### config.mk
export PLATFORM = sky130hd
export DESIGN_NAME = ss_fixed_duty_soft_start
export DESIGN_NICKNAME = d
export VERILOG_FILES = /design/src/rtl/ss_pkg.sv /design/src/rtl/ramp_if.sv /design/src/rtl/ss_edge.sv /design/src/rtl/ss_fixed_duty_soft_start.sv /design/src/rtl/ss_ramp.sv
export VERILOG_INCLUDE_DIRS = /design/src /design/src/rtl
export SDC_FILE = /design/constraint.sdc
export NUM_CORES = 2
export LEC_CHECK = 0
export BUFFER_PORTS_ARGS = -buffer_cell sky130_fd_sc_hd__buf_4
export CAP_MARGIN = 20
export CORE_AREA = 2 2 527 529
export DETAILED_ROUTE_END_ITERATION = 10
export DIE_AREA = 0 0 529 531
export SLEW_MARGIN = 20
export SYNTH_ARGS = -nofsm -noshare
export SYNTH_HDL_FRONTEND = slang
export SYNTH_SLANG_ARGS = --single-unit
### constraint.sdc
create_clock -name MCLK -period 10 [get_ports MCLK]
set_input_delay 1 -clock MCLK [delete_from_list [all_inputs] [get_ports MCLK]]
set_output_delay 1 -clock MCLK [all_outputs]
set_load 0.01 [all_outputs]
### src/rtl/ss_defines.svh
// Constants for the fixed-duty channel soft-start block.
// Assumes a single 100 MHz clock; included by bare name.
//
// Contract
// With the primary edge-order bit set, drives 1, 2, 5 and 6 fall after they rise in every cycle of the soft start.
// The secondary edge-order bit counts only with the primary bit set: 0 makes drives 3, 4, 7 and 8 rise after falling, 1 makes them fall after rising.
// The output timing moves by one 40 ns step every 1, 2, 4 or 8 switching cycles, chosen by ramp field values 00, 01, 10 and 11.
// With global variation set, every output uses the variation computed from drive 2 and both group selects are ignored.
// With global variation clear, odd drives take their variation independently of even drives.
// Drive 2 variation is its fall time minus its rise time with the mode bit clear, and the switching period minus its rise time with it set.
// With global variation clear, the odd select picks the edges of drive 1 (0) or drive 3 (1) for drives 1, 3, 5 and 7.
// With global variation clear, the even select picks the edges of drive 2 (0) or drive 4 (1) for drives 2, 4, 6 and 8.
// The ramp steps from the start of soft start until the programmed edges are reached and then holds them with no further steps.
`ifndef SS_DEFINES_SVH
`define SS_DEFINES_SVH

`define SS_CFG_ADDR 16'hFE68
`define SS_STAT_ADDR 16'hFF00
`define SS_CFG_RESET 8'h00
`define SS_STAT_ACTIVE_BIT 0
`define SS_STAT_DONE_BIT 1

`define SS_STEP_NS 40
`define SS_CLK_PERIOD_NS 10
`define SS_STEP_TICKS ((`SS_STEP_NS + `SS_CLK_PERIOD_NS - 1) / `SS_CLK_PERIOD_NS)

`define SS_NUM_DRIVES 8
`define SS_GRP_A_MASK 8'h33
`define SS_ODD_MASK 8'h55
`define SS_IDX_D1 0
`define SS_IDX_D2 1
`define SS_IDX_D3 2
`define SS_IDX_D4 3

`endif

### src/rtl/ss_pkg.sv
// Types shared by the soft-start block.
// Field order of cfg_t matches the 8-bit configuration register.
package ss_pkg;
  typedef logic [1:0] rate_t;

  typedef struct packed {
    logic edge_a;
    logic edge_b_fall;
    rate_t rate;
    logic global_var;
    logic d2_period_mode;
    logic odd_sel;
    logic even_sel;
  } cfg_t;

  typedef enum logic [1:0] {
    ST_IDLE = 2'b00,
    ST_RAMP = 2'b01,
    ST_HOLD = 2'b10
  } ramp_state_t;
endpackage : ss_pkg

### src/rtl/ramp_if.sv
// Bundle between the soft-start top and its ramp sequencer.
// Assumes both ends on the same clock.
`timescale 1ns/1ps
interface ramp_if #(parameter int W = 16) ();
  logic [W-1:0] period;
  logic [W-1:0] limit;
  ss_pkg::rate_t rate;
  logic start;
  logic [W-1:0] phase;
  logic cycle_end;
  logic [W-1:0] ramp;
  logic active;
  logic done;

  modport ctrl (input period, input limit, input rate, input start,
                output phase, output cycle_end, output ramp, output active, output done);
  modport user (output period, output limit, output rate, output start,
                input phase, input cycle_end, input ramp, input active, input done);
endinterface : ramp_if

### src/rtl/ss_edge.sv
// One PWM drive: high between its rise and fall positions.
// Positions may wrap past the end of the switching cycle.
`timescale 1ns/1ps
module ss_edge #(
  parameter int W = 16
) (
  // Clock and reset
  input wire logic clk,
  input wire logic rst,
  // Timing
  input wire logic run,
  input wire logic [W-1:0] phase,
  input wire logic [W-1:0] rise,
  input wire logic [W-1:0] fall,
  // Drive
  output logic drive
);
  logic high;

  // Equal edges give zero on-time, not a full cycle
  assign high = (rise <= fall) ? ((phase >= rise) && (phase < fall))
                               : ((phase >= rise) || (phase < fall));

  always_ff @(posedge clk or posedge rst) begin
    if (rst) begin
      drive <= 1'b0;
    end else begin
      drive <= run && high;
    end
  end
endmodule : ss_edge

### src/rtl/ss_fixed_duty_soft_start.sv
// Soft-start sequencing for the fixed-duty PWM channel.
// Assumes programmed edge positions and period come from logic on MCLK,
// in clock ticks, with every position below the period.
`timescale 1ns/1ps
`include "ss_defines.svh"
module ss_fixed_duty_soft_start #(
  parameter int W = 16
) (
  // Clock and reset
  input wire logic MCLK,
  input wire logic RST,
  // Register port
  input wire logic [15:0] REG_ADDR,
  input wire logic [7:0] REG_WDATA,
  input wire logic REG_WR,
  input wire logic REG_RD,
  output logic [7:0] REG_RDATA,
  // Programmed timing
  input wire logic [W-1:0] SW_PERIOD,
  input wire logic [`SS_NUM_DRIVES*W-1:0] RISE_POS,
  input wire logic [`SS_NUM_DRIVES*W-1:0] FALL_POS,
  input wire logic SS_START,
  // Drives and status
  output logic [`SS_NUM_DRIVES-1:0] PWM_DRIVE,
  output logic SS_ACTIVE,
  output logic SS_DONE
);
  import ss_pkg::*;

  localparam int N = `SS_NUM_DRIVES;
  // Group masks indexed per drive; a bare literal cannot be bit-selected
  localparam logic [N-1:0] ODD_MASK = `SS_ODD_MASK;
  localparam logic [N-1:0] GRP_A_MASK = `SS_GRP_A_MASK;

  ss_pkg::cfg_t cfg_r;
  logic [7:0] rdata_r;
  logic [7:0] stat;
  logic [W-1:0] rise_a [N];
  logic [W-1:0] fall_a [N];
  logic [W-1:0] gap [N];
  logic [W-1:0] eff_rise_nxt [N];
  logic [W-1:0] eff_fall_nxt [N];
  logic [W-1:0] eff_rise_r [N];
  logic [W-1:0] eff_fall_r [N];
  logic [W-1:0] v2;
  logic [W-1:0] v_odd;
  logic [W-1:0] v_even;
  logic [W-1:0] shrink_odd;
  logic [W-1:0] shrink_even;
  logic run_r;

  ramp_if #(.W(W)) rif ();

  function automatic logic [W-1:0] wrap_add(input logic [W-1:0] a, input logic [W-1:0] b,
                                           input logic [W-1:0] p);
    logic [W:0] s;
    s = {1'b0, a} + {1'b0, b};
    if (s >= {1'b0, p}) begin
      s = s - {1'b0, p};
    end
    return s[W-1:0];
  endfunction : wrap_add

  function automatic logic [W-1:0] wrap_sub(input logic [W-1:0] a, input logic [W-1:0] b,
                                           input logic [W-1:0] p);
    logic [W:0] s;
    s = {1'b0, a} + {1'b0, p} - {1'b0, b};
    if (s >= {1'b0, p}) begin
      s = s - {1'b0, p};
    end
    return s[W-1:0];
  endfunction : wrap_sub

  function automatic logic [W-1:0] sat_sub(input logic [W-1:0] a, input logic [W-1:0] b);
    return (a > b) ? a - b : '0;
  endfunction : sat_sub

  // High time from rise to the following fall, across the cycle end if needed
  function automatic logic [W-1:0] gap_of(input logic [W-1:0] r, input logic [W-1:0] f,
                                         input logic [W-1:0] p);
    return (f >= r) ? f - r : wrap_sub(f, r, p);
  endfunction : gap_of

  // Register writes
  always_ff @(posedge MCLK or posedge RST) begin
    if (RST) begin
      cfg_r <= ss_pkg::cfg_t'(`SS_CFG_RESET);
    end else if (REG_WR && (REG_ADDR == `SS_CFG_ADDR)) begin
      cfg_r <= ss_pkg::cfg_t'(REG_WDATA);
    end
  end

  always_comb begin
    stat = 8'h00;
    stat[`SS_STAT_ACTIVE_BIT] = rif.active;
    stat[`SS_STAT_DONE_BIT] = rif.done;
  end

  // Read data valid only in the cycle after the strobe; unmapped reads zero
  always_ff @(posedge MCLK or posedge RST) begin
    if (RST) begin
      rdata_r <= 8'h00;
    end else if (!REG_RD) begin
      rdata_r <= 8'h00;
    end else if (REG_ADDR == `SS_CFG_ADDR) begin
      rdata_r <= cfg_r;
    end else if (REG_ADDR == `SS_STAT_ADDR) begin
      rdata_r <= stat;
    end else begin
      rdata_r <= 8'h00;
    end
  end

  genvar gi;
  generate
    for (gi = 0; gi < N; gi++) begin : g_unpack
      assign rise_a[gi] = RISE_POS[gi*W +: W];
      assign fall_a[gi] = FALL_POS[gi*W +: W];
      assign gap[gi] = gap_of(rise_a[gi], fall_a[gi], SW_PERIOD);
    end
  endgenerate

  // Reference variations for the two groups
  always_comb begin
    v2 = cfg_r.d2_period_mode ? sat_sub(SW_PERIOD, rise_a[`SS_IDX_D2])
                              : gap[`SS_IDX_D2];
    if (cfg_r.global_var) begin
      v_odd = v2;
      v_even = v2;
    end else begin
      v_odd = cfg_r.odd_sel ? gap[`SS_IDX_D3] : gap[`SS_IDX_D1];
      v_even = cfg_r.even_sel ? gap[`SS_IDX_D4] : v2;
    end
  end

  assign rif.period = SW_PERIOD;
  assign rif.limit = (v_odd > v_even) ? v_odd : v_even;
  assign rif.rate = cfg_r.rate;
  assign rif.start = SS_START;

  // Once the ramp reaches the limit nothing is removed any more
  assign shrink_odd = rif.active ? sat_sub(v_odd, rif.ramp) : '0;
  assign shrink_even = rif.active ? sat_sub(v_even, rif.ramp) : '0;

  // The first edge stays put; the edge that follows it moves
  always_comb begin
    logic [W-1:0] sh;
    logic [W-1:0] red;
    logic fall_after;
    sh = '0;
    red = '0;
    fall_after = 1'b1;
    for (int i = 0; i < N; i++) begin
      sh = ODD_MASK[i] ? shrink_odd : shrink_even;
      red = sat_sub(gap[i], sh);
      if (cfg_r.edge_a) begin
        fall_after = GRP_A_MASK[i] ? 1'b1 : cfg_r.edge_b_fall;
      end else begin
        fall_after = (fall_a[i] >= rise_a[i]);
      end
      if (fall_after) begin
        eff_rise_nxt[i] = rise_a[i];
        eff_fall_nxt[i] = wrap_add(rise_a[i], red, SW_PERIOD);
      end else begin
        eff_fall_nxt[i] = fall_a[i];
        eff_rise_nxt[i] = wrap_sub(fall_a[i], red, SW_PERIOD);
      end
    end
  end

  always_ff @(posedge MCLK or posedge RST) begin
    if (RST) begin
      for (int i = 0; i < N; i++) begin
        eff_rise_r[i] <= '0;
        eff_fall_r[i] <= '0;
      end
    end else begin
      for (int i = 0; i < N; i++) begin
        eff_rise_r[i] <= eff_rise_nxt[i];
        eff_fall_r[i] <= eff_fall_nxt[i];
      end
    end
  end

  always_ff @(posedge MCLK or posedge RST) begin
    if (RST) begin
      run_r <= 1'b0;
    end else begin
      run_r <= rif.active || rif.done;
    end
  end

  ss_ramp #(.W(W)) u_ramp (
    .clk(MCLK),
    .rst(RST),
    .rif(rif)
  );

  generate
    for (gi = 0; gi < N; gi++) begin : g_edge
      ss_edge #(.W(W)) u_edge (
        .clk(MCLK),
        .rst(RST),
        .run(run_r),
        .phase(rif.phase),
        .rise(eff_rise_r[gi]),
        .fall(eff_fall_r[gi]),
        .drive(PWM_DRIVE[gi])
      );
    end
  endgenerate

  assign REG_RDATA = rdata_r;
  assign SS_ACTIVE = rif.active;
  assign SS_DONE = rif.done;
endmodule : ss_fixed_duty_soft_start

### src/rtl/ss_ramp.sv
// Switching-cycle timer and soft-start ramp sequencer.
// Assumes period, limit and rate are stable while a ramp runs.
`timescale 1ns/1ps
`include "ss_defines.svh"
module ss_ramp #(
  parameter int W = 16
) (
  // Clock and reset
  input wire logic clk,
  input wire logic rst,
  // Sequencer bundle
  ramp_if.ctrl rif
);
  import ss_pkg::*;

  ramp_state_t state_r;
  logic [W-1:0] phase_r;
  logic [W-1:0] ramp_r;
  logic [3:0] div_cnt_r;
  logic active_r;
  logic done_r;
  logic [W-1:0] period_m1;
  logic wrap;
  logic [3:0] div_last;
  logic [W:0] ramp_sum;
  logic [W-1:0] step;

  // A zero period would never wrap; treat it as one tick
  assign period_m1 = (rif.period == '0) ? '0 : rif.period - W'(1);
  assign wrap = (phase_r >= period_m1);
  assign div_last = 4'((4'h1 << rif.rate) - 4'h1);
  assign step = W'(`SS_STEP_TICKS);
  assign ramp_sum = {1'b0, ramp_r} + {1'b0, step};

  always_ff @(posedge clk or posedge rst) begin
    if (rst) begin
      phase_r <= '0;
    end else if (wrap) begin
      phase_r <= '0;
    end else begin
      phase_r <= phase_r + W'(1);
    end
  end

  always_ff @(posedge clk or posedge rst) begin
    if (rst) begin
      state_r <= ST_IDLE;
      ramp_r <= '0;
      div_cnt_r <= 4'h0;
    end else if (rif.start) begin
      state_r <= ST_RAMP;
      ramp_r <= '0;
      div_cnt_r <= 4'h0;
    end else begin
      case (state_r)
        ST_RAMP: begin
          if (ramp_r >= rif.limit) begin
            state_r <= ST_HOLD;
          end else if (wrap) begin
            if (div_cnt_r >= div_last) begin
              div_cnt_r <= 4'h0;
              ramp_r <= (ramp_sum >= {1'b0, rif.limit}) ? rif.limit : ramp_sum[W-1:0];
            end else begin
              div_cnt_r <= div_cnt_r + 4'h1;
            end
          end
        end
        ST_HOLD: begin
          state_r <= ST_HOLD;
        end
        default: begin
          state_r <= ST_IDLE;
        end
      endcase
    end
  end

  always_ff @(posedge clk or posedge rst) begin
    if (rst) begin
      active_r <= 1'b0;
      done_r <= 1'b0;
    end else begin
      active_r <= rif.start || ((state_r == ST_RAMP) && (ramp_r < rif.limit));
      done_r <= !rif.start && ((state_r == ST_HOLD) ||
                               ((state_r == ST_RAMP) && (ramp_r >= rif.limit)));
    end
  end

  assign rif.phase = phase_r;
  assign rif.cycle_end = wrap;
  assign rif.ramp = ramp_r;
  assign rif.active = active_r;
  assign rif.done = done_r;
endmodule : ss_ramp

==> results.json <==
{
  "antenna_found_initial": 54,
  "route.layer.met1.wl_mm": 178,
  "yosys_warnings": 0,
  "ys.flop_type": "dfrtp_1",
  "drt_first_pass_iters": 6,
  "layout_commonest_cell": "buf_4",
  "maxCapViolations": 0,
  "dp.cells": 18524,
  "htreeDepth": 2,
  "end_kind": "register",
  "syn_inst": 10831,
  "cts_tree": "yes",
  "gp_congestion": 1.03,
  "hold_path.class": "input pin to async pin",
  "clock_sinks": 321,
  "hold_viol_final": 0,
  "final_cell_mix": "4460 x buf_4, 1537 x ha_1, 906 x nor2_1",
  "ys_types": 107,
  "critical-path-top-delay-family": "compound AO/OA/AOI/OAI gates",
  "n_fill_cell": 26867,
  "vias": 100101,
  "worstSetupStartpointType": "input pin",
  "dp_hpwl_mm": 344,
  "min_period_ps": 14030,
  "instances_no_fill": 18995,
  "seq_area_frac_synth_pct": 9.79,
  "port_buffers": 318,
  "min_period_over_period_pct": 140,
  "cp_max_fo": 5,
  "dieArea_um2": 281000,
  "top_layer_used": "met5",
  "arrival_ps": 14570,
  "met2_length_mm": 182,
  "io_pins": 319,
  "hold_buffers": 0,
  "synth_area_per_cell_um2": 7.58,
  "antenna_left": 0,
  "nets": 17350,
  "grt_max_degree": 120,
  "clock.fmax_mhz": 71.3,
  "setup_viol": 280,
  "rows": 193,
  "grt_pass1_wl_mm": 599,
  "die_h_um": 531,
  "path_buf_inv": 18,
  "cts-root-buf": "clkbuf_16",
  "vias_per_cell": 5.27,
  "drt_wl_total_mm": 420,
  "insertion_delay_ps": 710,
  "status": "finished with violations",
  "layout-drive-gt1-share_pct": 37.6,
  "wl_met3_mm": 31.3,
  "fin_worst_skew_ps": 57.6,
  "coreArea_um2": 275000,
  "place_area_um2": 120000,
  "drc": 0,
  "grt_pass1_vias": 95488,
  "synth_nets": 12853,
  "maxSlewHeadroom_pct": 27.0,
  "start_util_pct": 29.8,
  "path_common_cell": "buf_4",
  "area_growth_pct": 57.7,
  "synth-seq-cells": 321,
  "wl_per_cell_um": 22.1,
  "critPathKind": "input pin to register",
  "numCtsBuffers": 46,
  "slowest_stage": "a2111o_1",
  "track_usage_pct": 28.5,
  "async_reset_ff_share_pct": 100,
  "cp_slowest_stage_delay_ps": 400,
  "rsz0062_at_grt": "yes",
  "drtIter0Drc": 7999,
  "die_x_um": 529,
  "synthesis.area_um2": 82100,
  "violations": "negative setup slack",
  "cp.required_ps": 10540,
  "cts.reportedPaths.clkPinSlew_ps": 60,
  "worstMarginPinSlew_ps": 1090,
  "overflow": 0,
  "synth_edf_count": 0,
  "stdcell_area_um2": 129000,
  "maxSlewViolCount": 0,
  "clk_path_buf_depth": 3,
  "setup_ws_ps": -4030
}
-- layer usage --
metal  track usage [%]  vias to the layer above
met2              45.0                     3515
met1              37.2                    46985
met4              16.7                       28
met5                 0                        -
met3              3.55                      870
li1                  -                    48703
-- metrics by stage --
step | TNS (ps) | hold WS, ps | setup WS [ps] | util, %
after global routing | -1142070 | 394 | -4510 | 47.0
after CTS | -899910 | 355 | -3720 | 45.8
after global placement | -1310120 | 486 | -5160 | 43.7
final | -991830 | 347 | -4030 | 47.0
after detailed placement | -1372510 | 482 | -5430 | 43.7
after floorplan | -995120 | 465 | -4300 | -
-- sequential cells by signal (all words and copies together) (netlist names), 2 cells and up --
register and count:
rif.rate 2, eff_fall_r 128, REG_RDATA 8, u_ramp.div_cnt_r 4, u_ramp.state_r 2, g_edge.u_edge.drive 8, u_ramp.rif.phase 16, eff_rise_r 128
cfg_r 6, u_ramp.rif.ramp 16
-- what timing repair did --
action                     in CTS  in global routing
pin swaps                     302                309
gates resized for setup       529                427
setup buffers                 241                134
setup endpoints to repair     280                280
cloned                         13                  5
-- worst paths after layout --
check,startpoint,end,slack [ps],depth (start not counted)
setup / recovery,SW_PERIOD[1],eff_rise_r[46],-4030,78
setup reg to reg,cfg_r[2],eff_rise_r[113],160,59
min in group MCLK,u_ramp.div_cnt_r[3],u_ramp.div_cnt_r[3],500,1
hold reg to reg,u_ramp.div_cnt_r[3],u_ramp.div_cnt_r[3],500,1
hold / removal,RST,g_edge[2].u_edge.drive,350,2
max in group asynchronous,RST,eff_rise_r[14],7800,4
-- synth_stat cells, types with 28 or more instances --
cell	instances	share of area, %
ha_1	1646	25
nor2_1	954	4.4
a21oi_1	891	5.4
inv_1	878	4.0
nand2_1	828	3.8
xnor2_1	687	7.3
o21ai_0	605	3.7
a21o_1	344	3.1
dfrtp_1	321	9.8
nand3_1	303	1.8
nor3_1	270	1.6
mux2i_1	259	3.2
xor2_1	236	2.5
o21a_1	211	1.9
nand4_1	190	1.4
nor2b_1	172	1.3
clkbuf_1	149	0.68
nand2b_1	125	0.95
o21bai_1	111	1.0
a211oi_1	104	0.95
a31oi_1	101	0.77
or3_1	101	0.77
and3_1	95	0.72
and2_1	94	0.72
a21boi_0	76	0.70
fa_1	75	1.8
or2_2	70	0.53
o211ai_1	66	0.60
o221ai_1	65	0.69
nor4_1	57	0.43
mux2_2	51	0.70
o31ai_1	50	0.46
a211o_1	47	0.50
o31a_1	45	0.48
o41ai_1	44	0.47
o2111ai_1	38	0.41
a31o_2	30	0.32
a2111oi_0	28	0.30
-- logic make-up after synthesis --
kind of cell | Yosys count | share of synthesized area, %
and+or+nand+nor | 3370 | 19.7
AOI/OAI and AO/OA | 3116 | 24.9
adders and majority gates | 1724 | 27.0
buffers and inverters | 1065 | 4.97
xor gates and xnor gates | 923 | 9.85
DFF | 321 | 9.79
muxes | 312 | 3.89
-- cell type report --
class	instances	area, µm²	area share [%]
diodes	24	60.1	0.0464
clock buffers	53	1240	0.957
clock inverters	31	407	0.314
inverters	878	3320	2.57
multi-input cells	9445	75600	58.4
flip-flops and latches	321	8050	6.22
well taps	3607	4510	3.49
repair buffers	4636	36200	28.0
Power is left out: the tool's default activity adds up to more than one toggle a clock period on the data nets, which glitch-free logic cannot reach.
